===== src/qprc_pkg.sv =====
`default_nettype none
package qprc_pkg;
    localparam int CLK_PERIOD_NS = 10;
    localparam int FILTER_SLOW_NS = 20000;
    localparam int FILTER_FAST_NS = 2000;
    localparam int FILTER_SLOW_CYC =
        (FILTER_SLOW_NS + CLK_PERIOD_NS - 1) / CLK_PERIOD_NS;
    localparam int FILTER_FAST_CYC =
        (FILTER_FAST_NS + CLK_PERIOD_NS - 1) / CLK_PERIOD_NS;
    localparam int PULSE_UNIT_NS = 1000000;
    localparam int PULSE_UNIT_CYC = PULSE_UNIT_NS / CLK_PERIOD_NS;

    localparam logic [15:0] COUNT_LIMIT_MIN = 16'h000A;
    localparam logic [15:0] COUNT_LIMIT_MAX = 16'hFDE7;
    localparam logic [15:0] COUNT_LIMIT_DEFAULT = 16'h00FF;
    localparam logic [15:0] ON_POINT_DEFAULT = 16'h00FF;
    localparam logic [15:0] OFF_POINT_DEFAULT = 16'h0000;
    localparam logic [15:0] ERR_CODE_LIMIT = 16'h0001;
    localparam logic [15:0] WORD_ZERO = 16'h0000;

    localparam int NUM_CMP = 32;
    localparam int NUM_TIMED = 8;
    localparam int NUM_STROBE = 4;
    localparam int NUM_WORDS = 15;
    localparam int NUM_CMD_WORDS = 6;
    localparam int NUM_INPUTS = 8;

    // Status bit offsets from the image base
    localparam int SB_CMP = 0;
    localparam int SB_INPUT = 16;
    localparam int SB_STROBE = 20;
    localparam int SB_HOME_FOUND = 24;
    localparam int SB_PRELOAD_LATCH = 25;
    localparam int SB_HOME_SW = 26;
    localparam int SB_IN6 = 27;
    localparam int SB_READY = 30;
    localparam int SB_ERROR = 31;

    // Input vector positions: inputs 5 to 12
    localparam int IN_HOME_SW = 0;
    localparam int IN_GP = 1;
    localparam int IN_STROBE = 4;

    // Command bit positions
    localparam int CB_STROBE_RST = 0;
    localparam int CB_PRELOAD_RST = 4;
    localparam int CB_PRELOAD = 5;
    localparam int CB_HOME = 6;
    localparam int CB_ERR_CLR = 7;

    // Status word positions
    localparam int SW_STATUS_CODE = 0;
    localparam int SW_COUNT = 3;
    localparam int SW_STROBE = 6;
    localparam int SW_CMP_HI = 12;

    typedef enum logic [1:0] {
        HOME_IDLE = 2'b00,
        HOME_SEEK = 2'b01,
        HOME_FOUND = 2'b11
    } qprc_home_t;

    typedef struct packed {
        logic filter_fast;
        logic quadrature_count_function;
        logic [15:0] count_limit;
        logic [15:0] preload_value;
        logic [15:0] home_value;
        logic [7:0] pulse_mode;
    } qprc_cfg_t;

    typedef struct packed {
        logic [31:0][15:0] on_point;
        logic [31:0][15:0] off_point;
        logic [7:0][15:0] on_pulse_length;
        logic [7:0][15:0] off_pulse_length;
    } qprc_cmp_cfg_t;

    typedef struct packed {
        logic phase_a;
        logic phase_b;
        logic marker;
        logic preload;
    } qprc_enc_t;
endpackage
`default_nettype wire


===== src/qprc_filter.sv =====
`timescale 1ns/1ns
`default_nettype none
module qprc_filter #(
    parameter int WIDTH = 4,
    parameter int SLOW_CYC = qprc_pkg::FILTER_SLOW_CYC,
    parameter int FAST_CYC = qprc_pkg::FILTER_FAST_CYC
) (
    input wire logic sys_clk,
    input wire logic sys_rst,
    input wire logic fast_sel,
    input wire logic [WIDTH-1:0] pin_in,
    output logic [WIDTH-1:0] filt_out
);
    localparam int CW = $clog2(SLOW_CYC + 1);
    localparam logic [CW-1:0] SLOW_END = CW'(SLOW_CYC - 1);
    localparam logic [CW-1:0] FAST_END = CW'(FAST_CYC - 1);
    localparam logic [CW-1:0] CNT_ZERO = '0;
    localparam logic [CW-1:0] CNT_ONE = CW'(1);

    logic [WIDTH-1:0] sync1_q, sync2_q, filt_q, filt_d;
    logic [WIDTH-1:0][CW-1:0] cnt_q, cnt_d;
    logic [CW-1:0] end_cnt;

    // A level passes only after holding steady for the whole window
    always_comb begin
        end_cnt = fast_sel ? FAST_END : SLOW_END;
        filt_d = filt_q;
        cnt_d = cnt_q;
        for (int i = 0; i < WIDTH; i++) begin
            if (sync2_q[i] == filt_q[i]) begin
                cnt_d[i] = CNT_ZERO;
            end else if (cnt_q[i] >= end_cnt) begin
                filt_d[i] = sync2_q[i];
                cnt_d[i] = CNT_ZERO;
            end else begin
                cnt_d[i] = cnt_q[i] + CNT_ONE;
            end
        end
    end

    always_ff @(posedge sys_clk) begin
        if (sys_rst) begin
            sync1_q <= '0;
            sync2_q <= '0;
            filt_q <= '0;
            cnt_q <= '0;
        end else begin
            sync1_q <= pin_in;
            sync2_q <= sync1_q;
            filt_q <= filt_d;
            cnt_q <= cnt_d;
        end
    end

    assign filt_out = filt_q;
endmodule // qprc_filter
`default_nettype wire


===== src/qprc_top.sv =====
`timescale 1ns/1ns
`default_nettype none
// Summary of operation
// - One filter, 20 us default or 2 us, on phases, marker, preload.
// - Counter runs zero to limit then wraps; limit 10..64999, default 255.
// - Panel or command preload loads the preload value into the counter.
// - During homing, a marker loads the home value into the counter.
// - Level mode holds output steady between turn-on and turn-off points.
// - Timed mode emits fixed pulses at both points instead of a level.
// - Output turns on when the count reaches its turn-on point.
// - Output turns off when the count reaches its turn-off point.
// - Timed mode: on-point pulse lasts first length in ms; zero means none.
// - Timed mode: off-point pulse lasts second length in ms; zero none.
// - Comparators 9 to 32 are level only; timing applies to 1 to 8.
// - Every scan the device offers 32 status bits and 15 status words.
// - Status bits are offsets from the image base; bit 0 comes first.
// - Status bits 0 to 15 show comparators 1 to 16 in order.
// - Bits 16-19 show inputs 9-12; bits 20-23 their strobe latches.
// - Bits 24-29: home found, preload latch, home switch, inputs 6-8.
// - A set strobe latch blocks further captures until host resets it.
// - Panel preload sets a latch that blocks panel preloads until cleared.
// - Homing with switch closed: first marker loads home, sets home found.
// - Bit 30 says module ready; bit 31 says an error was detected.
module qprc_top #(
    parameter int PULSE_CYC = qprc_pkg::PULSE_UNIT_CYC
) (
    input wire logic sys_clk,
    input wire logic sys_rst,
    input wire qprc_pkg::qprc_cfg_t cfg,
    input wire qprc_pkg::qprc_cmp_cfg_t cmp_cfg,
    input wire qprc_pkg::qprc_enc_t enc_pins,
    input wire logic [7:0] in_pins,
    input wire logic [31:0] command_bits,
    input wire logic [5:0][15:0] command_word_image,
    output logic [31:0] status_bit_image,
    output logic [14:0][15:0] status_word_image,
    output logic [31:0] comp_out
);
    localparam int MW = $clog2(PULSE_CYC + 1);
    localparam logic [MW-1:0] MS_END = MW'(PULSE_CYC - 1);
    localparam logic [MW-1:0] MS_ONE = MW'(1);
    localparam logic [MW-1:0] MS_ZERO = '0;
    localparam logic [15:0] ONE16 = 16'h0001;

    qprc_pkg::qprc_enc_t enc_f;
    logic [7:0] in_s1_q, in_s_q;
    logic a_prev_q, b_prev_q, mk_prev_q, pre_prev_q;
    logic [7:0] in_prev_q;
    logic [31:0] cmd_prev_q;
    logic [15:0] count_q, count_d;
    qprc_pkg::qprc_home_t home_q, home_d;
    logic pl_latch_q, pl_latch_d;
    logic [3:0] stb_latch_q, stb_latch_d;
    logic [3:0][15:0] stb_word_q, stb_word_d;
    logic [31:0] cmp_q, cmp_d;
    logic [7:0][15:0] tmr_q, tmr_d;
    logic [MW-1:0] ms_q, ms_d;
    logic err_q, err_d, ready_q;
    logic [31:0] sbi_q, sbi_d;
    logic [14:0][15:0] swi_q, swi_d;
    logic quad, step, up, limit_ok, panel_pre, cmd_pre, home_load;
    logic ms_tick, count_chg;
    logic [15:0] limit;
    logic [31:0] cmd_rise;
    logic [31:0] on_hit, off_hit;
    logic [3:0] stb_edge;

    qprc_filter #(
        .WIDTH(4)
    ) u_filter (
        .sys_clk(sys_clk),
        .sys_rst(sys_rst),
        .fast_sel(cfg.filter_fast),
        .pin_in(enc_pins),
        .filt_out(enc_f)
    );

    always_comb begin
        quad = cfg.quadrature_count_function;
        limit_ok = cfg.count_limit >= qprc_pkg::COUNT_LIMIT_MIN &&
                   cfg.count_limit <= qprc_pkg::COUNT_LIMIT_MAX;
        // Bad limit falls back to the default rather than stalling
        limit = limit_ok ? cfg.count_limit
                         : qprc_pkg::COUNT_LIMIT_DEFAULT;
        // Host commands act on their rising edge only
        cmd_rise = command_bits & ~cmd_prev_q;
        step = quad && (enc_f.phase_a != a_prev_q ||
                        enc_f.phase_b != b_prev_q);
        up = enc_f.phase_a ^ b_prev_q;
        panel_pre = quad && enc_f.preload && !pre_prev_q &&
                    !pl_latch_q;
        cmd_pre = quad && cmd_rise[qprc_pkg::CB_PRELOAD];
        home_load = home_q == qprc_pkg::HOME_SEEK &&
                    in_s_q[qprc_pkg::IN_HOME_SW] &&
                    enc_f.marker && !mk_prev_q &&
                    !(panel_pre || cmd_pre);
        ms_tick = ms_q == MS_END;
        ms_d = ms_tick ? MS_ZERO : ms_q + MS_ONE;

        count_d = count_q;
        if (panel_pre || cmd_pre) begin
            count_d = cfg.preload_value;
        end else if (home_load) begin
            count_d = cfg.home_value;
        end else if (step && up) begin
            count_d = (count_q >= limit) ? 16'h0000
                                         : count_q + ONE16;
        end else if (step) begin
            count_d = (count_q == 16'h0000 || count_q > limit) ? limit
                                                               : count_q - ONE16;
        end

        home_d = home_q;
        if (cmd_rise[qprc_pkg::CB_HOME]) begin
            home_d = qprc_pkg::HOME_SEEK;
        end else if (home_load) begin
            home_d = qprc_pkg::HOME_FOUND;
        end

        // Set wins over a clear in the same cycle
        pl_latch_d = panel_pre || (pl_latch_q &&
                     !cmd_rise[qprc_pkg::CB_PRELOAD_RST]);
        stb_edge = in_s_q[7:4] & ~in_prev_q[7:4];
        stb_word_d = stb_word_q;
        for (int s = 0; s < qprc_pkg::NUM_STROBE; s++) begin
            if (stb_edge[s] && !stb_latch_q[s]) begin
                stb_word_d[s] = count_q;
            end
            stb_latch_d[s] = (stb_edge[s] && !stb_latch_q[s]) ||
                (stb_latch_q[s] &&
                 !cmd_rise[qprc_pkg::CB_STROBE_RST + s]);
        end

        // Equality on each change catches wraps as well as plain steps
        count_chg = count_d != count_q;
        cmp_d = cmp_q;
        tmr_d = tmr_q;
        for (int i = 0; i < qprc_pkg::NUM_CMP; i++) begin
            on_hit[i] = count_chg &&
                        count_d == cmp_cfg.on_point[i];
            off_hit[i] = count_chg &&
                         count_d == cmp_cfg.off_point[i];
            if (i < qprc_pkg::NUM_TIMED && cfg.pulse_mode[i]) begin
                if (on_hit[i]) begin
                    tmr_d[i] = cmp_cfg.on_pulse_length[i];
                end else if (off_hit[i]) begin
                    tmr_d[i] = cmp_cfg.off_pulse_length[i];
                end else if (ms_tick && tmr_q[i] != 16'h0000) begin
                    tmr_d[i] = tmr_q[i] - ONE16;
                end
                cmp_d[i] = tmr_d[i] != 16'h0000;
            end else begin
                // Upper comparators never see the mode bits
                if (i < qprc_pkg::NUM_TIMED) begin
                    tmr_d[i] = 16'h0000;
                end
                if (on_hit[i]) begin
                    cmp_d[i] = 1'b1;
                end else if (off_hit[i]) begin
                    cmp_d[i] = 1'b0;
                end
            end
        end

        err_d = !limit_ok || (err_q &&
                !cmd_rise[qprc_pkg::CB_ERR_CLR]);

        sbi_d = 32'h0000_0000;
        sbi_d[qprc_pkg::SB_CMP +: 16] = cmp_q[15:0];
        sbi_d[qprc_pkg::SB_INPUT +: 4] = in_s_q[7:4];
        sbi_d[qprc_pkg::SB_STROBE +: 4] = stb_latch_q;
        sbi_d[qprc_pkg::SB_HOME_FOUND] =
            quad && home_q == qprc_pkg::HOME_FOUND;
        sbi_d[qprc_pkg::SB_PRELOAD_LATCH] = quad && pl_latch_q;
        sbi_d[qprc_pkg::SB_HOME_SW] =
            quad && in_s_q[qprc_pkg::IN_HOME_SW];
        sbi_d[qprc_pkg::SB_IN6 +: 3] =
            quad ? in_s_q[qprc_pkg::IN_GP +: 3] : 3'h0;
        sbi_d[qprc_pkg::SB_READY] = ready_q;
        sbi_d[qprc_pkg::SB_ERROR] = err_q;

        swi_d = '0;
        swi_d[qprc_pkg::SW_STATUS_CODE] =
            err_q ? qprc_pkg::ERR_CODE_LIMIT : qprc_pkg::WORD_ZERO;
        swi_d[qprc_pkg::SW_COUNT] = count_q;
        for (int s = 0; s < qprc_pkg::NUM_STROBE; s++) begin
            swi_d[qprc_pkg::SW_STROBE + s] = stb_word_q[s];
        end
        swi_d[qprc_pkg::SW_CMP_HI] = cmp_q[31:16];
    end

    always_ff @(posedge sys_clk) begin
        if (sys_rst) begin
            in_s1_q <= '0;
            in_s_q <= '0;
            a_prev_q <= 1'b0;
            b_prev_q <= 1'b0;
            mk_prev_q <= 1'b0;
            pre_prev_q <= 1'b0;
            in_prev_q <= '0;
            cmd_prev_q <= '0;
            count_q <= 16'h0000;
            home_q <= qprc_pkg::HOME_IDLE;
            pl_latch_q <= 1'b0;
            stb_latch_q <= '0;
            stb_word_q <= '0;
            cmp_q <= '0;
            tmr_q <= '0;
            ms_q <= MS_ZERO;
            err_q <= 1'b0;
            ready_q <= 1'b0;
            sbi_q <= '0;
            swi_q <= '0;
        end else begin
            in_s1_q <= in_pins;
            in_s_q <= in_s1_q;
            a_prev_q <= enc_f.phase_a;
            b_prev_q <= enc_f.phase_b;
            mk_prev_q <= enc_f.marker;
            pre_prev_q <= enc_f.preload;
            in_prev_q <= in_s_q;
            cmd_prev_q <= command_bits;
            count_q <= count_d;
            home_q <= home_d;
            pl_latch_q <= pl_latch_d;
            stb_latch_q <= stb_latch_d;
            stb_word_q <= stb_word_d;
            cmp_q <= cmp_d;
            tmr_q <= tmr_d;
            ms_q <= ms_d;
            err_q <= err_d;
            ready_q <= 1'b1;
            sbi_q <= sbi_d;
            swi_q <= swi_d;
        end
    end

    assign status_bit_image = sbi_q;
    assign status_word_image = swi_q;
    assign comp_out = cmp_q;
endmodule // qprc_top
`default_nettype wire


===== config.mk =====
export PLATFORM = sky130hd
export DESIGN_NAME = qprc_top
export DESIGN_NICKNAME = d
export VERILOG_FILES = /design/src/qprc_pkg.sv /design/src/qprc_filter.sv /design/src/qprc_top.sv
export SDC_FILE = /design/constraint.sdc
export NUM_CORES = 2
export LEC_CHECK = 0
export BUFFER_PORTS_ARGS = -buffer_cell sky130_fd_sc_hd__buf_4
export CORE_AREA = 2 2 692 694
export DETAILED_ROUTE_END_ITERATION = 6
export DIE_AREA = 0 0 694 696
export HOLD_SLACK_MARGIN = 0.02
export SLEW_MARGIN = 20
export SYNTH_ARGS = -nofsm -noshare
export SYNTH_HDL_FRONTEND = slang
export SYNTH_SLANG_ARGS = --single-unit
export TNS_END_PERCENT = 5

===== constraint.sdc =====
create_clock -name sys_clk -period 8.8 [get_ports sys_clk]
set_input_delay 1.32 -clock sys_clk [delete_from_list [all_inputs] [get_ports sys_clk]]
set_output_delay 1.32 -clock sys_clk [all_outputs]
set_load 0.05 [all_outputs]

==> impl_results.md <==
* Launching point of the worst reg2reg path: count_q[1]$_SDFF_PP0_
* Worst skew pair latency at 0.82 ns
* Worst setup EP type: flop
* Worst slew pin tran at 1.19 ns
* TritonRoute pass-1 iters at 7
* Post-synth EDFFs at 0
* Arr. time, crit path at 8.49 ns
* DRC violations left at 2
* Core Area at 0.476 mm²
* Tmin final at 7.83 ns
* RSZ-0062 raised after global routing: false
* Max-cap violation count at 0
* Hold_ws at 0.423 ns
* Failing checks: DRC
* Hold path depth at 1
* Synth-to-layout area growth at 61.2%
* CP required at 9.46 ns
* Hold Startpoint: in_s_q[3]$_SDFF_PP0_
* Final period utilization at 0.890
* Final #Nets at 7435
* CTS Buffer Depth at 4
* VDD IR max at 0.000178 V
* Root buffer cell: clkbuf_16
* Inserted Clock Buffers at 75
* Die W at 694 µm
* Die ar. at 0.483 mm²
* Via count at 39900
* Worst setup SP type: primary input
* Fraction of layout cells with a size suffix above 1 at 0.334
* Gr ovfl total at 0
* Yosys reg bits at 478
* WL final at 310000 µm
* Critical R2R Capture: comp_out[6]$_SDFFE_PP0P_
* Logic pwr share at 0.333
* CP max FO at 19
* Final Hold Viols at 0
* Dpl hpwl at 266000 µm
* Setup TNS at 0 ns
* Clock Skew at 0.101 ns
* Asr flop ratio synth at 0
* Syn Inst Count at 4366
* Synthesis Warnings at 0
* Net Sw Frac at 0.375
* Sw Pwr at 0.00298 W
* Fmax at 128 MHz
* Pwr dens at 135 mW/mm²
* Internal Pwr Total at 0.00496 W
* IO buf count at 1520
* Min-Delay Endpoint: status_bit_image[29]$_SDFF_PP0_
* Largest net degree at the start of global routing at 77
* Fraction of power consumed by sequential logic at 0.283
* TritonCTS clock tree: done
* Syn Std Cell Area at 0.0364 mm²
* Yosys cell types at 100
* First-pass GRT wire length at 383000 µm
* Post-cts resize count at 0
* Fin util at 0.123
* GPL Wtd Cong at 0.923
* Clock sink total at 478
* Final Power at 0.00794 W
* H-tree depth at 3
* Post-CTS Hold Buffers at 0
* Outcome: finished with violations
* Main synth FF type: dfxtp_1
* Setup Viol. Count Final at 0
* Clock slew at reported path FFs at 0.06 ns
* Setup Fix Bufs, Post-CTS at 0
* IO Count at 1784
* Final Slew Violations at 0
* Die Y at 696 µm
* R2R setup slack at 1.38 ns
* Layout filler cell count at 54800
* Vias/cell at 3.26
* P_leak at 22.8 nW
* Row cnt at 254
* Drt wl/cell at 25.3 µm
* Crit Path Class: in2reg
* Via count of the first global-routing pass at 38200
* Relative slew slack at 0.205
* HP Class: reg2reg
* Starting Density at 0.0763
* Register area share after synthesis at 0.263
* Final ANT Viol Nets at 0
* Initial antenna violation count at 167
* Clock share of power at 0.383
* R2R depth at 17
* Syn avg cell area at 8.33 µm²
* 1st-iter DRT viols at 3416
* GRT Overall Usage at 0.122
-- worst max-delay path, cell delays in order --
cell and delay (ns):
buf_4 0.17, nor4_1 0.35, nand4_1 0.16, a21boi_1 0.15, buf_4 0.21, nand2_1 0.14, ha_1 0.16, nand4_2 0.16
or4_4 0.62, a21o_4 0.23, a31oi_1 0.23, a211oi_2 0.12, o31ai_4 0.90, xor2_1 0.20, nor4_1 0.70, and4_4 0.60
buf_4 0.36, or4_1 0.88, mux2i_1 0.34, nand4_1 0.15, o21a_1 0.20
-- layout by cell type (no fill, tap or decap), types with 107 or more instances in the layout --
| cell | n |
|---|---|
| nor2_1 | 387 |
| conb_1 | 143 |
| dfxtp_1 | 472 |
| nor2b_1 | 176 |
| a21oi_1 | 152 |
| buf_4 | 1697 |
| nand2_1 | 194 |
| nand4_1 | 152 |
| nor3_1 | 107 |
| nor4_1 | 132 |
| xnor2_1 | 523 |
| xor2_1 | 609 |
-- registers in the layout, indices dropped and copies added, names as in the netlist, 2 cells and up --
name and cells:
in_prev_q 3, in_s1_q 8, cmd_prev_q 8, ms_q 17, tmr_q 128, in_s_q 8, u_filter.cnt_q 44, comp_out 32
u_filter.filt_out 4, status_word_image 96, status_bit_image 29, count_q 16, u_filter.sync2_q 4, stb_latch_q 4, home_q 2, stb_word_q 64
u_filter.sync1_q 4
-- metrics by stage --
stage	setup WS, ns	area (µm²)	cells
floorplan	2.03	36900	4508
global placement	0.0543	56100	12100
detailed placement	0.279	56100	12100
CTS	1.13	58500	12200
global route	0.794	58500	12200
finish	0.968	58600	12300
-- synthesized netlist by cell type (23+ instances only) --
master	instances	area share
mux2_2	46	0.014
xor2_1	609	0.15
and3_1	26	0.0045
or4_1	28	0.0058
nand2_1	197	0.020
nor4_1	140	0.024
nand4_1	152	0.026
buf_1	58	0.0060
xnor2_1	524	0.13
clkbuf_1	115	0.012
nor2_1	392	0.040
buf_2	61	0.0084
or3_1	23	0.0040
a2111oi_0	33	0.0079
dfxtp_1	478	0.26
a211oi_1	28	0.0058
buf_4	174	0.036
nor2b_1	176	0.030
o31ai_1	24	0.0050
ha_1	56	0.019
a21oi_1	153	0.021
o211ai_1	26	0.0054
nand2b_1	30	0.0052
nand3_1	106	0.015
mux2i_1	102	0.028
inv_1	41	0.0042
o21ai_0	107	0.015
o22a_1	67	0.016
nor3_1	112	0.015
-- how the worst max path moves through the flow --
| stage | startpoint | end | slack (ns) | cells after the start |
|---|---|---|---|---|
| floorplan | cfg[44] | comp_out[5]$_SDFFE_PP0P_ | 2.03 | 24 |
| global route | cfg[46] | comp_out[6]$_SDFFE_PP0P_ | 0.79 | 22 |
| global placement | cfg[46] | comp_out[4]$_SDFFE_PP0P_ | 0.05 | 24 |
| CTS | cfg[46] | comp_out[6]$_SDFFE_PP0P_ | 1.13 | 21 |
| detailed placement | cfg[46] | comp_out[6]$_SDFFE_PP0P_ | 0.28 | 21 |
| finish | cfg[47] | comp_out[6]$_SDFFE_PP0P_ | 0.97 | 21 |
-- final cells by class --
class / count / area (µm²) / area share
antenna: 52 / 130 / 0.00222
clock buffer: 95 / 2030 / 0.0347
clock inverter: 29 / 309 / 0.00527
inverter: 41 / 154 / 0.00263
multi-input combinational: 3577 / 25200 / 0.431
sequential: 478 / 9580 / 0.163
tap: 6272 / 7850 / 0.134
timing repair buffer: 1726 / 13300 / 0.227
-- cell families (layout without fill, tap and decap cells) --
| logic type | Yosys count | after routing | share of synthesized area |
|---|---|---|---|
| XOR/XNOR | 1133 | 1133 | 0.273 |
| multiplexers | 157 | 157 | 0.0452 |
| AO/OA/AOI/OAI | 615 | 615 | 0.119 |
| adder cells (fa/ha/maj) | 56 | 56 | 0.0193 |
| flip-flops | 478 | 478 | 0.263 |
| AND/OR/NAND/NOR | 1473 | 1473 | 0.213 |
| buffers and inverters | 453 | 1891 | 0.0676 |
| other | 1 | 195 | 0.000103 |
-- metal layers --
metal | vias up | wire [µm] | global-route usage
met5 | - | 321 | 0
met4 | 48 | 9620 | 0.0392
met3 | 498 | 30900 | 0.0432
li1 | 18100 | - | -
met2 | 2322 | 136000 | 0.187
met1 | 19000 | 133000 | 0.157
-- power by group through the flow --
| stage | Combinational [W] | Sequential, W | Clock, W |
|---|---|---|---|
| after floorplan | 0.00120 | 0.00233 | 0 |
| after global routing | 0.00280 | 0.00225 | 0.00326 |
| after detailed placement | 0.00266 | 0.00230 | 0 |
| after CTS | 0.00267 | 0.00225 | 0.00322 |
| after global placement | 0.00266 | 0.00230 | 0 |
| final | 0.00265 | 0.00225 | 0.00304 |
No activity file was read; power rests on OpenSTA's default activity.
